**src/verilog/cwf_pkg.sv**
```systemverilog
// codec frame block: constants, field layouts and state type
// assumes 16-bit frame words and one core clock
package cwf_pkg;

   // ********************************
   // frame layout
   // ********************************
   localparam int         WORD_W     = 16;
   localparam logic [1:0] OB_INSET   = 2'h0;
   localparam logic [1:0] OB_LEFT    = 2'h1;
   localparam logic [1:0] OB_RIGHT   = 2'h2;
   localparam logic [1:0] OB_OUTSET  = 2'h3;
   localparam logic [1:0] IB_LEFT    = 2'h0;
   localparam logic [1:0] IB_RIGHT   = 2'h1;
   localparam logic [1:0] IB_OUTSET  = 2'h2;
   localparam logic [1:0] IB_INSET   = 2'h3;
   localparam int         IN_OVR_BIT = 13;
   localparam int         IN_SRC_BIT = 12;
   localparam logic [3:0] MON_MUTE   = 4'hF;
   localparam int         MON_FRAC   = 8;
   localparam logic [1:0] BUF_DEPTH  = 2'h2;

   // ********************************
   // settings words
   // ********************************
   typedef struct packed {
      logic       headphone_out_en;
      logic       line_out_en;
      logic [5:0] left_out_atten;
      logic       rsvd_zero;
      logic       preset_a_out_en;
      logic [5:0] right_out_atten;
   } cwf_out_set_t;

   typedef struct packed {
      logic [1:0] parallel_io_bits;
      logic       overrange_flag;
      logic       input_source_sel;
      logic [3:0] left_in_gain;
      logic [3:0] monitor_atten;
      logic [3:0] right_in_gain;
   } cwf_in_set_t;

   typedef struct packed {
      logic signed [15:0] left;
      logic signed [15:0] right;
   } cwf_stereo_t;

   typedef enum logic {CWF_IDLE = 1'b0, CWF_SEND = 1'b1} cwf_tx_st_t;

   localparam logic [15:0] OUT_SET_RST = 16'h0000;
   localparam logic [15:0] IN_SET_RST  = 16'h00F0;

   typedef struct packed {
      logic         rx_ready;
      logic [1:0]   rx_idx;
      cwf_out_set_t out_cfg;
      cwf_in_set_t  in_cfg;
      logic         ovr_en;
      cwf_stereo_t  host;
      cwf_stereo_t  adc;
      cwf_stereo_t  snap;
      cwf_stereo_t  dac;
      logic         dac_valid;
      logic         pend;
      cwf_tx_st_t   tx_st;
      logic [1:0]   tx_idx;
      logic [15:0]  buf_head;
      logic [15:0]  buf_tail;
      logic [1:0]   buf_cnt;
      logic         tx_valid;
      logic [1:0]   pio_s1;
      logic [1:0]   pio_s2;
   } cwf_state_t;

   localparam cwf_state_t ST_RST = '{out_cfg: OUT_SET_RST, in_cfg: IN_SET_RST, tx_st: CWF_IDLE, default: '0};

endpackage : cwf_pkg

```
**src/verilog/cwf_codec_frame.sv**
```systemverilog
// codec end of the four-word control/sample frame
// assumes host words and converter samples are on core_clk; pio_in is a pin
`timescale 1ns/100ps

// Functional notes
// - output word bit 15 enables headphones, bit 14 line out, bit 6 preset_a, bit 7 is kept zero.
// - output word bits 13..8 and 5..0 give left and right attenuation in 1.5 dB steps, zero none.
// - input word bits 15..14 are the parallel bits and bit 12 picks line (0) or microphone (1).
// - input word bits 11..8 and 3..0 give left and right input gain in 1.5 dB steps, zero none.
// - input word bits 7..4 attenuate the monitor path in 1.5 dB steps, 15 mutes it.
// - input word bit 13 reads one once an over-range is seen in a cycle where the last input word written before that cycle had bit 13 set.
// - the overrange flag stays one until the host writes zero to that bit.
// - converted input passes the monitor attenuator and is added to the output converter data.
// - blocks are four words: inbound left, right, output, input word; outbound input, left, right, output word.
module cwf_codec_frame #(
   parameter int SAMPLE_W = 16
) (
   input  wire logic                 core_clk,
   input  wire logic                 reset,
   input  wire logic                 clk_en,
   input  wire logic                 rx_valid,
   input  wire logic [15:0]          rx_word,
   output logic                      rx_ready,
   output logic                      tx_valid,
   output logic [15:0]               tx_word,
   input  wire logic                 tx_ready,
   input  wire logic                 adc_valid,
   input  wire cwf_pkg::cwf_stereo_t adc_sample,
   input  wire logic                 adc_over,
   input  wire logic [1:0]           pio_in,
   output cwf_pkg::cwf_stereo_t      dac_sample,
   output logic                      dac_valid,
   output cwf_pkg::cwf_out_set_t     out_cfg,
   output cwf_pkg::cwf_in_set_t      in_cfg
);

   if (SAMPLE_W != cwf_pkg::WORD_W) begin : g_chk
      $error("sample width must equal the frame word width");
   end

   cwf_pkg::cwf_state_t  q;
   cwf_pkg::cwf_state_t  d;
   logic                 acc_rx;
   logic                 wr_in_set;
   logic                 pop;
   logic                 push;
   logic [15:0]          tx_w;
   cwf_pkg::cwf_in_set_t wi;
   cwf_pkg::cwf_in_set_t ri;

   // ********************************
   // monitor mixing
   // ********************************
   // roughly 1.5 dB per step in Q8
   function automatic logic [8:0] cwf_gain(input logic [3:0] att);
      logic [8:0] g;
      g = 9'h000;
      case (att)
         4'h0: g = 9'h100;
         4'h1: g = 9'h0D7;
         4'h2: g = 9'h0B5;
         4'h3: g = 9'h098;
         4'h4: g = 9'h080;
         4'h5: g = 9'h06C;
         4'h6: g = 9'h05B;
         4'h7: g = 9'h04C;
         4'h8: g = 9'h040;
         4'h9: g = 9'h036;
         4'hA: g = 9'h02D;
         4'hB: g = 9'h026;
         4'hC: g = 9'h020;
         4'hD: g = 9'h01B;
         4'hE: g = 9'h017;
         default: g = 9'h000;
      endcase
      return g;
   endfunction : cwf_gain

   // adds the attenuated input sample to the host sample, saturating
   function automatic logic signed [15:0] cwf_mix(input logic signed [15:0] h, input logic signed [15:0] a,
                                                 input logic [3:0] att);
      logic signed [25:0] p;
      logic signed [17:0] s;
      p = a * $signed({1'b0, cwf_gain(att)});
      s = 18'(h) + 18'(p >>> cwf_pkg::MON_FRAC);
      if (s > 18'sh07FFF) begin
         return 16'sh7FFF;
      end else if (s < -18'sh08000) begin
         return 16'sh8000;
      end
      return s[15:0];
   endfunction : cwf_mix

   // ********************************
   // next state
   // ********************************
   always_comb begin
      d = q;
      wi = cwf_pkg::cwf_in_set_t'(rx_word);
      acc_rx = rx_valid & q.rx_ready;
      wr_in_set = acc_rx && (q.rx_idx == cwf_pkg::OB_INSET);
      pop = q.tx_valid & tx_ready;
      d.rx_ready = 1'b1;
      d.dac_valid = 1'b0;
      d.pio_s1 = pio_in;
      d.pio_s2 = q.pio_s1;
      if (acc_rx) begin
         d.rx_idx = q.rx_idx + 2'h1;
         case (q.rx_idx)
            cwf_pkg::OB_INSET: begin
               d.in_cfg.parallel_io_bits = wi.parallel_io_bits;
               d.in_cfg.input_source_sel = wi.input_source_sel;
               d.in_cfg.left_in_gain = wi.left_in_gain;
               d.in_cfg.right_in_gain = wi.right_in_gain;
               d.in_cfg.monitor_atten = wi.monitor_atten;
               d.ovr_en = wi.overrange_flag;
            end
            cwf_pkg::OB_LEFT: begin
               d.host.left = rx_word;
            end
            cwf_pkg::OB_RIGHT: begin
               d.host.right = rx_word;
            end
            default: begin
               d.out_cfg = cwf_pkg::cwf_out_set_t'(rx_word);
               d.out_cfg.rsvd_zero = 1'b0;
               d.dac.left = cwf_mix(q.host.left, q.adc.left, q.in_cfg.monitor_atten);
               d.dac.right = cwf_mix(q.host.right, q.adc.right, q.in_cfg.monitor_atten);
               d.dac_valid = 1'b1;
            end
         endcase
      end
      // an event in the clearing cycle still sets the flag
      d.in_cfg.overrange_flag = (q.in_cfg.overrange_flag & ~(wr_in_set & ~rx_word[cwf_pkg::IN_OVR_BIT]))
                              | (adc_over & q.ovr_en);
      // inbound word for the current slot
      ri = q.in_cfg;
      ri.parallel_io_bits = q.pio_s2;
      case (q.tx_idx)
         cwf_pkg::IB_LEFT: tx_w = q.snap.left;
         cwf_pkg::IB_RIGHT: tx_w = q.snap.right;
         cwf_pkg::IB_OUTSET: tx_w = q.out_cfg;
         default: tx_w = ri;
      endcase
      push = (q.tx_st == cwf_pkg::CWF_SEND) && ((q.buf_cnt != cwf_pkg::BUF_DEPTH) || pop);
      case (q.tx_st)
         cwf_pkg::CWF_IDLE: begin
            if (q.pend) begin
               d.tx_st = cwf_pkg::CWF_SEND;
               d.tx_idx = cwf_pkg::IB_LEFT;
               d.snap = q.adc;
               d.pend = 1'b0;
            end
         end
         default: begin
            if (push) begin
               d.tx_idx = q.tx_idx + 2'h1;
               if (q.tx_idx == cwf_pkg::IB_INSET) begin
                  d.tx_st = cwf_pkg::CWF_IDLE;
               end
            end
         end
      endcase
      if (adc_valid) begin
         d.adc = adc_sample;
         d.pend = 1'b1;
      end
      // two-entry buffer, head drives the port
      case ({push, pop})
         2'b10: begin
            if (q.buf_cnt == 2'h0) begin
               d.buf_head = tx_w;
            end else begin
               d.buf_tail = tx_w;
            end
            d.buf_cnt = q.buf_cnt + 2'h1;
         end
         2'b01: begin
            d.buf_head = q.buf_tail;
            d.buf_cnt = q.buf_cnt - 2'h1;
         end
         2'b11: begin
            if (q.buf_cnt == 2'h1) begin
               d.buf_head = tx_w;
            end else begin
               d.buf_head = q.buf_tail;
               d.buf_tail = tx_w;
            end
         end
         default: begin
            d.buf_cnt = q.buf_cnt;
         end
      endcase
      d.tx_valid = (d.buf_cnt != 2'h0);
   end

   always_ff @(posedge core_clk or posedge reset) begin
      if (reset) begin
         q <= cwf_pkg::ST_RST;
      end else if (clk_en) begin
         q <= d;
      end
   end

   assign rx_ready   = q.rx_ready;
   assign tx_valid   = q.tx_valid;
   assign tx_word    = q.buf_head;
   assign dac_sample = q.dac;
   assign dac_valid  = q.dac_valid;
   assign out_cfg    = q.out_cfg;
   assign in_cfg     = q.in_cfg;

   // ********************************
   // checks
   // ********************************
   a_rsvd_bit_zero: assert property (@(posedge core_clk) disable iff (reset)
      !out_cfg.rsvd_zero) else $error("reserved output bit not zero");

   a_out_word_load: assert property (@(posedge core_clk) disable iff (reset)
      clk_en && acc_rx && q.rx_idx == cwf_pkg::OB_OUTSET |=>
      out_cfg.left_out_atten == $past(rx_word[13:8]) && out_cfg.headphone_out_en == $past(rx_word[15]))
      else $error("output settings not loaded");

   a_src_sel_load: assert property (@(posedge core_clk) disable iff (reset)
      clk_en && wr_in_set |=> in_cfg.input_source_sel == $past(rx_word[cwf_pkg::IN_SRC_BIT]))
      else $error("input source not loaded");

   a_ovr_set: assert property (@(posedge core_clk) disable iff (reset)
      clk_en && adc_over && q.ovr_en |=> in_cfg.overrange_flag) else $error("overrange not flagged");

   a_ovr_sticky: assert property (@(posedge core_clk) disable iff (reset)
      in_cfg.overrange_flag && !(clk_en && wr_in_set && !rx_word[cwf_pkg::IN_OVR_BIT]) |=>
      in_cfg.overrange_flag) else $error("overrange flag dropped");

   a_ovr_clear: assert property (@(posedge core_clk) disable iff (reset)
      clk_en && wr_in_set && !rx_word[cwf_pkg::IN_OVR_BIT] && !adc_over |=> !in_cfg.overrange_flag)
      else $error("overrange flag not cleared");

   a_mute_mix: assert property (@(posedge core_clk) disable iff (reset)
      clk_en && acc_rx && q.rx_idx == cwf_pkg::OB_OUTSET && q.in_cfg.monitor_atten == cwf_pkg::MON_MUTE |=>
      dac_valid && dac_sample == $past(q.host)) else $error("muted monitor leaked");

   a_dac_pulse: assert property (@(posedge core_clk) disable iff (reset)
      dac_valid && clk_en && !(acc_rx && q.rx_idx == cwf_pkg::OB_OUTSET) |=> !dac_valid)
      else $error("output strobe longer than one cycle");

   a_tx_first_left: assert property (@(posedge core_clk) disable iff (reset)
      clk_en && push && q.buf_cnt == 2'h0 && q.tx_idx == cwf_pkg::IB_LEFT |=>
      tx_valid && tx_word == $past(q.snap.left))
      else $error("block does not open with left sample");

   a_tx_hold: assert property (@(posedge core_clk) disable iff (reset)
      tx_valid && !tx_ready |=> tx_valid && $stable(tx_word)) else $error("stalled word lost");

   a_rx_stay_ready: assert property (@(posedge core_clk) disable iff (reset)
      rx_ready |=> rx_ready)
      else $error("host side stopped accepting words");

   a_in_gain_load: assert property (@(posedge core_clk) disable iff (reset)
      clk_en && wr_in_set |=> in_cfg.left_in_gain == $past(rx_word[11:8]) && in_cfg.right_in_gain == $past(rx_word[3:0]))
      else $error("input gains not loaded");

   a_mon_load: assert property (@(posedge core_clk) disable iff (reset)
      clk_en && wr_in_set |=> in_cfg.monitor_atten == $past(rx_word[7:4]))
      else $error("monitor attenuation not loaded");

   a_in_hold: assert property (@(posedge core_clk) disable iff (reset)
      clk_en && !wr_in_set |=> $stable(in_cfg.left_in_gain) && $stable(in_cfg.right_in_gain)
      && $stable(in_cfg.monitor_atten) && $stable(in_cfg.input_source_sel)) else $error("input settings drifted");

   a_out_en_load: assert property (@(posedge core_clk) disable iff (reset)
      clk_en && acc_rx && q.rx_idx == cwf_pkg::OB_OUTSET |=> out_cfg.line_out_en == $past(rx_word[14])
      && out_cfg.preset_a_out_en == $past(rx_word[6]) && out_cfg.right_out_atten == $past(rx_word[5:0]))
      else $error("output enables not loaded");

   a_out_hold: assert property (@(posedge core_clk) disable iff (reset)
      clk_en && !(acc_rx && q.rx_idx == cwf_pkg::OB_OUTSET) |=> $stable(out_cfg))
      else $error("output settings changed outside slot");

   a_dac_cause: assert property (@(posedge core_clk) disable iff (reset)
      clk_en && !(acc_rx && q.rx_idx == cwf_pkg::OB_OUTSET) |=> !dac_valid)
      else $error("output strobe without a closing word");

   a_ovr_off: assert property (@(posedge core_clk) disable iff (reset)
      clk_en && !q.ovr_en && !in_cfg.overrange_flag |=> !in_cfg.overrange_flag)
      else $error("overrange flagged with detection off");

   a_pio_report: assert property (@(posedge core_clk) disable iff (reset)
      clk_en && push && q.tx_idx == cwf_pkg::IB_INSET && (q.buf_cnt == 2'h0 || (q.buf_cnt == 2'h1 && pop)) |=>
      tx_word[15:14] == $past(q.pio_s2)) else $error("parallel pins not reported");

   a_clk_freeze: assert property (@(posedge core_clk) disable iff (reset)
      !clk_en |=> $stable(in_cfg) && $stable(out_cfg) && $stable(tx_word) && $stable(dac_sample))
      else $error("state moved while clock enable low");

   a_buf_bound: assert property (@(posedge core_clk) disable iff (reset)
      q.buf_cnt <= cwf_pkg::BUF_DEPTH && tx_valid == (q.buf_cnt != 2'h0))
      else $error("buffer count out of range");

endmodule : cwf_codec_frame

```
**config.mk**
```make
export PLATFORM = sky130hd
export DESIGN_NAME = cwf_codec_frame
export DESIGN_NICKNAME = d
export VERILOG_FILES = /design/src/verilog/cwf_pkg.sv /design/src/verilog/cwf_codec_frame.sv
export SDC_FILE = /design/constraint.sdc
export NUM_CORES = 1
export LEC_CHECK = 0
export BUFFER_PORTS_ARGS = -buffer_cell sky130_fd_sc_hd__clkbuf_2
export CORE_MARGIN = 2
export CORE_UTILIZATION = 35
export DETAILED_ROUTE_END_ITERATION = 7
export GPL_ROUTABILITY_DRIVEN = 0
export HOLD_SLACK_MARGIN = 0.02
export SLEW_MARGIN = 15
export SYNTH_ARGS = -nofsm -noshare
export SYNTH_HDL_FRONTEND = slang
export SYNTH_SLANG_ARGS = --single-unit
```
**constraint.sdc**
```tcl
create_clock -name core_clk -period 19.9 [get_ports core_clk]
set_input_delay 2.985 -clock core_clk [delete_from_list [all_inputs] [get_ports core_clk]]
set_output_delay 2.985 -clock core_clk [all_outputs]
set_load 0.005 [all_outputs]
```
==> results of run 1 <==
[sequential cells by signal (all words and copies together), names as in the netlist]
register	count
q	123
dac_sample	32
tx_word	16
d	2
rx_ready	1
out_cfg	15
in_cfg	16
dac_valid	1
tx_valid	1
[layer usage]
layer	track usage	vias to the layer above	wire [um]
li1	-	6826	-
met1	0.233	7881	23800
met2	0.319	314	28000
met3	0.0175	78	2250
met4	0.0429	0	1250
met5	0	-	0
[logic make-up (layout without fill, tap and decap cells)]
logic type,count (synthesis),in the layout
adders and majority gates,407,407
DFF,207,207
and+or+nand+nor,510,510
other,1,2
muxes,140,140
AOI/OAI and AO/OA,297,297
buffers and inverters,496,513
xor gates and xnor gates,80,80
[cell usage after synthesis, types with 3 or more instances]
cell type	instances
sky130_fd_sc_hd__inv_1	317
sky130_fd_sc_hd__nand2_1	257
sky130_fd_sc_hd__fa_1	244
sky130_fd_sc_hd__dfrtp_1	203
sky130_fd_sc_hd__ha_1	163
sky130_fd_sc_hd__mux2_2	133
sky130_fd_sc_hd__and2_1	122
sky130_fd_sc_hd__clkbuf_1	88
sky130_fd_sc_hd__o21ai_0	88
sky130_fd_sc_hd__buf_4	81
sky130_fd_sc_hd__a21oi_1	71
sky130_fd_sc_hd__nor2_1	54
sky130_fd_sc_hd__xnor2_1	54
sky130_fd_sc_hd__a221o_1	33
sky130_fd_sc_hd__xor2_1	25
sky130_fd_sc_hd__a21o_1	16
sky130_fd_sc_hd__a222oi_1	15
sky130_fd_sc_hd__nor3_1	14
sky130_fd_sc_hd__a211oi_1	13
sky130_fd_sc_hd__nand3_1	13
sky130_fd_sc_hd__o21bai_1	13
sky130_fd_sc_hd__o21a_1	12
sky130_fd_sc_hd__nand2b_1	10
sky130_fd_sc_hd__a31oi_1	7
sky130_fd_sc_hd__and3_1	6
sky130_fd_sc_hd__nand4_1	6
sky130_fd_sc_hd__nor2b_1	5
sky130_fd_sc_hd__buf_1	4
sky130_fd_sc_hd__dfstp_2	4
sky130_fd_sc_hd__mux2i_1	4
sky130_fd_sc_hd__o31ai_1	4
sky130_fd_sc_hd__or2_2	4
sky130_fd_sc_hd__buf_2	3
sky130_fd_sc_hd__buf_6	3
sky130_fd_sc_hd__nand3b_1	3
sky130_fd_sc_hd__o31a_1	3
sky130_fd_sc_hd__or3_1	3
[worst max-delay path by stage]
stage | from | slack (ns) | endpoint
after floorplan | in_cfg[4]$_DFFE_PP1P_ | 10.73 | dac_sample[16]$_DFFE_PP0P_
after global placement | in_cfg[4]$_DFFE_PP1P_ | 10.23 | dac_sample[20]$_DFFE_PP0P_
after detailed placement | in_cfg[4]$_DFFE_PP1P_ | 9.98 | dac_sample[22]$_DFFE_PP0P_
after CTS | in_cfg[4]$_DFFE_PP1P_ | 9.93 | dac_sample[26]$_DFFE_PP0P_
after global routing | in_cfg[4]$_DFFE_PP1P_ | 9.24 | dac_sample[26]$_DFFE_PP0P_
final | in_cfg[4]$_DFFE_PP1P_ | 9.90 | dac_sample[25]$_DFFE_PP0P_
[layout make-up]
cell class | instances | area, sq um | area share
Multi-Input combinational cell | 1435 | 13700 | 0.605
Sequential cell | 207 | 5180 | 0.229
Inverter | 317 | 1200 | 0.0529
Tap cell | 773 | 967 | 0.0427
Timing Repair Buffer | 150 | 781 | 0.0345
Clock buffer | 35 | 693 | 0.0306
Clock inverter | 11 | 118 | 0.00519
Antenna cell | 1 | 2.50 | 0.000111
[critical path, delay by kind of cell, from the launching register on]
family | cells | cell delay [ns]
fa+ha+maj | 8 | 3.60
compound gates | 11 | 2.64
simple gates | 8 | 1.83
buf+inv | 7 | 0.73
flops | 1 | 0.65
xor+xnor | 2 | 0.29
mux | 1 | 0.18
[placed cells by master, fill, tap and decap left out, types with 12 or more instances in the layout]
cell type,count
sky130_fd_sc_hd__inv_1,316
sky130_fd_sc_hd__ha_1,163
sky130_fd_sc_hd__dfrtp_1,203
sky130_fd_sc_hd__nor3_1,14
sky130_fd_sc_hd__fa_1,244
sky130_fd_sc_hd__nor2_1,54
sky130_fd_sc_hd__buf_4,12
sky130_fd_sc_hd__o21a_1,12
sky130_fd_sc_hd__o21bai_1,12
sky130_fd_sc_hd__nand2_1,256
sky130_fd_sc_hd__nand3_1,13
sky130_fd_sc_hd__clkbuf_16,25
sky130_fd_sc_hd__o21ai_0,84
sky130_fd_sc_hd__a222oi_1,15
sky130_fd_sc_hd__a211oi_1,12
sky130_fd_sc_hd__xor2_1,25
sky130_fd_sc_hd__a221o_1,33
sky130_fd_sc_hd__xnor2_1,54
sky130_fd_sc_hd__a21oi_1,70
sky130_fd_sc_hd__a21o_1,16
sky130_fd_sc_hd__and2_1,122
sky130_fd_sc_hd__mux2_2,133
sky130_fd_sc_hd__clkbuf_2,138
[stage by stage]
step	util	hold WS (ns)	area (sq um)
3_3_place_gp	0.368	0.461	21800
6_report	0.382	0.481	22600
4_1_cts	0.382	0.484	22600
5_1_grt	0.382	0.511	22600
3_5_place_dp	0.368	0.470	21800
2_1_floorplan	-	0.450	21000
==> impl_metrics.env, run 1 <==
export IMPL_outcome="finished clean"
export IMPL_synth_fp_nets=2602
export IMPL_clk_insertion_delay_late_ns=0.56
export IMPL_instances_no_fill=2929
export IMPL_yosys_most_used_dff="sky130_fd_sc_hd__dfrtp_1"
export IMPL_ys_top_cells_by_area="sky130_fd_sc_hd__dfrtp_1, sky130_fd_sc_hd__fa_1, sky130_fd_sc_hd__ha_1"
export IMPL_synth_compound_area_frac=0.0949
export IMPL_post_cts_buffers=0
export IMPL_cts_hold_buffers=0
export IMPL_r2r_start="in_cfg[4]$_DFFE_PP1P_"
export IMPL_layout_drive_gt1_share=0.163
export IMPL_number_of_endpoints_failing_setup_at_the_final_stage=0
export IMPL_crit_top_cell="sky130_fd_sc_hd__inv_1"
export IMPL_timing_critical_path_fanout_max=30
export IMPL_finalNetCount=2600
export IMPL_grt_antenna_before_repair=8
export IMPL_worst_setup_path_start_kind="flop"
export IMPL_seq_area_frac_synth=0.247
export IMPL_starting_drc_count_in_detailed_routing=855
export IMPL_post_cts_resize_count=0
export IMPL_clk_transition_reported_paths_ns=0.06
export IMPL_route_detailed_wl_per_inst_um=18.9
export IMPL_ys_async_sr_fraction=1.00
export IMPL_ys_warnings_count=0
export IMPL_syn2layout_area_growth_pct=7.65
export IMPL_avgViaCountPerCell=5.16
export IMPL_post_synth_cell_area_avg_sq_um=9.84
export IMPL_number_of_enable_type_register_cells_in_the_synthesized_netlist=0
export IMPL_min_delay_worst_endpoint="tx_word[8]$_DFFE_PP0P_"
export IMPL_final_period_utilization=0.502
export IMPL_final_hold_violation_count=0
export IMPL_setup_ws_ns=9.90
export IMPL_synth_cells=2138
export IMPL_timing_final_crit_period_ns=10.0
export IMPL_vias_post_dr=15100
export IMPL_combinational_family_with_the_most_area_after_synthesis="adder cells"
export IMPL_io_pin_count=140
export IMPL_syn_area_sq_um=21000
export IMPL_tightest_slew_ns=1.23
export IMPL_synth_largest_type_area_fraction=0.242
export IMPL_timing_rr_end="dac_sample[25]$_DFFE_PP0P_"
export IMPL_placementRows=89
export IMPL_r2r_worst_path_cells=37
export IMPL_first_global_vias=15700
export IMPL_placed_cells=2882
export IMPL_post_route_drc_count=0
export IMPL_reg2reg_slack_ns=9.90
export IMPL_yosys_area_share_adder=0.329
export IMPL_totalWireLength_um=55300
export IMPL_finalClockSkew_ns=0.0101
export IMPL_worstSetupPathType="flop to flop"
export IMPL_initial_core_util=0.355
export IMPL_clock_sinks=207
export IMPL_globalRouteOverflowTotal=0
export IMPL_drv_cap=0
export IMPL_fin_setup_tns_ns=0
export IMPL_critical_path_capture_point_type="flop"
export IMPL_synth_lib_cells_used_distinct=70
export IMPL_n_fill_cell=5837
export IMPL_crit_path_max_incr_delay_ns=0.69
export IMPL_yosys_area_share_simple=0.115
export IMPL_globalRouteTotalUtil=0.179
export IMPL_die_y_um=249
export IMPL_holdPathStages=2
export IMPL_cts_tree="yes"
export IMPL_ys_ff_latch=207
export IMPL_synth_area_leader_cell="sky130_fd_sc_hd__dfrtp_1"
export IMPL_post_synth_xor_area_fraction=0.0337
export IMPL_clk_root_buffer_cell="sky130_fd_sc_hd__clkbuf_16"
export IMPL_slew_limit_headroom=0.175
export IMPL_timing_final_max_slew_violations=0
export IMPL_die_w_um=249
export IMPL_maximum_number_of_pins_on_one_net_before_global_route_repair=128
export IMPL_port_buffer_count=138
export IMPL_htree_levels=1
export IMPL_first_pass_grt_wire_length_um=88200
export IMPL_ant_nets=0
export IMPL_synthMuxAreaShare=0.0760
export IMPL_place_detailed_hpwl_um=42500
export IMPL_clock_tree_buffer_depth=3
export IMPL_hold_path_class="flop to flop"
export IMPL_place_worst_setup_slack_ns=9.98
export IMPL_detailedRoute_firstPassIterationCount=7
export IMPL_cts_made_buffers=25
export IMPL_cp_data_arrival_time_ns=10.48
export IMPL_area_inside_the_core_boundary_sq_um=59200
export IMPL_rsz0062_at_grt="no"
export IMPL_slowest_stage="sky130_fd_sc_hd__nor4_4"
export IMPL_die_area_sq_um=62100
export IMPL_cp_required_ns=20.39
export IMPL_clock_fmax_ghz=0.100
export IMPL_timing_hold_worst_start="tx_word[8]$_DFFE_PP0P_"
Power of run 1 is not shown: default switching activity piles up to over one toggle a cycle in this logic, so the estimate is an artifact.
==> inputs of run 2 (changes only) <==
==> constraint.sdc (replaced) <==
create_clock -name core_clk -period 9.3 [get_ports core_clk]
set_input_delay 1.395 -clock core_clk [delete_from_list [all_inputs] [get_ports core_clk]]
set_output_delay 1.395 -clock core_clk [all_outputs]
set_load 0.005 [all_outputs]
==> impl_metrics.env, run 2 (same netlist as run 1, synthesis figures left out) <==
export IMPL_critPathBufInv=8
export IMPL_avgViaCountPerCell=5.14
export IMPL_placed_cells=2898
export IMPL_timing_final_max_slew_violations=0
export IMPL_largest_register_ffs=123
export IMPL_drv_cap=0
export IMPL_htree_levels=1
export IMPL_globalRouteTotalUtil=0.181
export IMPL_area_inside_the_core_boundary_sq_um=59200
export IMPL_critical_path_capture_point_type="flop"
export IMPL_cts_made_buffers=26
export IMPL_starting_drc_count_in_detailed_routing=840
export IMPL_finalClockSkew_ns=0.0218
export IMPL_placementRows=89
export IMPL_most_common_library_cell_in_the_layout_ignoring_fill_and_taps="sky130_fd_sc_hd__inv_1"
export IMPL_initial_core_util=0.355
export IMPL_n_fill_cell=5865
export IMPL_final_period_utilization=0.966
export IMPL_dpl_cell_area_sq_um=21900
export IMPL_clk_transition_reported_paths_ns=0.06
export IMPL_layout_drive_gt1_share=0.179
export IMPL_clock_sinks=207
export IMPL_final_design_instance_area_without_fill_sq_um=23100
export IMPL_slew_limit_headroom=0.228
export IMPL_clock_fmax_ghz=0.111
export IMPL_post_route_drc_count=0
export IMPL_die_y_um=249
export IMPL_hold_path_class="flop to flop"
export IMPL_first_pass_grt_wire_length_um=88700
export IMPL_holdPathStages=2
export IMPL_number_of_endpoints_failing_setup_at_the_final_stage=0
export IMPL_die_w_um=249
export IMPL_route_detailed_wl_per_inst_um=19.1
export IMPL_grt_antenna_before_repair=12
export IMPL_cp_required_ns=9.73
export IMPL_worstSetupPathType="flop to flop"
export IMPL_clk_insertion_delay_late_ns=0.57
export IMPL_vias_post_dr=15200
export IMPL_maximum_number_of_pins_on_one_net_before_global_route_repair=141
export IMPL_clock_tree_buffer_depth=3
export IMPL_timing_critical_path_depth=35
export IMPL_globalRouteOverflowTotal=0
export IMPL_cts_hold_buffers=0
export IMPL_syn2layout_area_growth_pct=10.0
export IMPL_detailedRoute_firstPassIterationCount=5
export IMPL_outcome="finished clean"
export IMPL_r2r_worst_path_cells=35
export IMPL_clk_root_buffer_cell="sky130_fd_sc_hd__clkbuf_16"
export IMPL_final_hold_violation_count=0
export IMPL_registers_top_by_ff_count="q"
export IMPL_slowest_stage="sky130_fd_sc_hd__dfstp_2"
export IMPL_layout_common_cells="sky130_fd_sc_hd__inv_1, sky130_fd_sc_hd__nand2_1, sky130_fd_sc_hd__fa_1"
export IMPL_layout_core_utilization=0.391
export IMPL_worst_setup_path_start_kind="flop"
export IMPL_die_area_sq_um=62100
export IMPL_instances_no_fill=2955
export IMPL_fin_setup_tns_ns=0
export IMPL_first_global_vias=15800
export IMPL_totalWireLength_um=56500
export IMPL_cp_data_arrival_time_ns=9.42
export IMPL_timing_critical_path_fanout_max=30
export IMPL_path_delay_family="adder cells"
export IMPL_tightest_slew_ns=1.15
export IMPL_ant_nets=0
export IMPL_crit_path_max_incr_delay_ns=0.58
export IMPL_io_pin_count=140
export IMPL_timing_final_crit_period_ns=8.99
export IMPL_finalNetCount=2625
export IMPL_place_detailed_hpwl_um=44500
export IMPL_cts_tree="yes"
export IMPL_port_buffer_count=138
-- run 2: path summary, 6_finish.rpt --
kind / endpoint / slack (ns) / from
max: dac_sample[12]$_DFFE_PP0P_ / 0.31 / in_cfg[5]$_DFFE_PP1P_
min: tx_word[13]$_DFFE_PP0P_ / 0.48 / tx_word[13]$_DFFE_PP0P_
max reg2reg: dac_sample[12]$_DFFE_PP0P_ / 0.31 / in_cfg[5]$_DFFE_PP1P_
min reg2reg: tx_word[13]$_DFFE_PP0P_ / 0.48 / tx_word[13]$_DFFE_PP0P_
max in group asynchronous: q[150]$_DFFE_PP0P_ / 7.33 / reset
min in group asynchronous: dac_valid$_DFFE_PP0P_ / 0.81 / reset
-- run 2: cell type report --
cell class,instances,area [sq um],area share
Inverter,317,1200,0.0517
Clock buffer,39,779,0.0337
Clock inverter,9,168,0.00725
Antenna cell,1,2.50,0.000108
Multi-Input combinational cell,1435,13800,0.595
Sequential cell,207,5190,0.224
Timing Repair Buffer,174,1060,0.0457
Tap cell,773,967,0.0418
-- run 2: stage by stage --
step	setup slack (ns)	hold WS (ns)
after global routing	-0.0317	0.503
after global placement	0.0705	0.462
after detailed placement	-0.161	0.469
after CTS	0.0258	0.482
final	0.314	0.477
after floorplan	0.130	0.450
-- run 2: layer usage --
metal,up-vias,routed length (um),track usage
li1,6878,-,-
met1,7782,23100,0.227
met2,417,28400,0.323
met3,110,3020,0.0268
met4,6,1900,0.0552
met5,-,34,0
-- run 2: timing repair --
action / 4_1_cts / 5_1_grt
pin swaps: 3 / 2
buffers inserted: 2 / 5
gates resized for setup: 4 / 22
setup endpoints to repair: 30 / 32
-- run 2: worst reg2reg max path, delay by kind of cell, from the launching register on --
family	cells	cell delay, ns
xor gates and xnor gates	2	0.28
adders and majority gates	8	3.35
AOI/OAI and AO/OA	10	2.28
buffers and inverters	8	0.74
muxes	1	0.54
and+or+nand+nor	6	1.11
DFF	1	0.58
Power of run 2 is left out for the same reason.
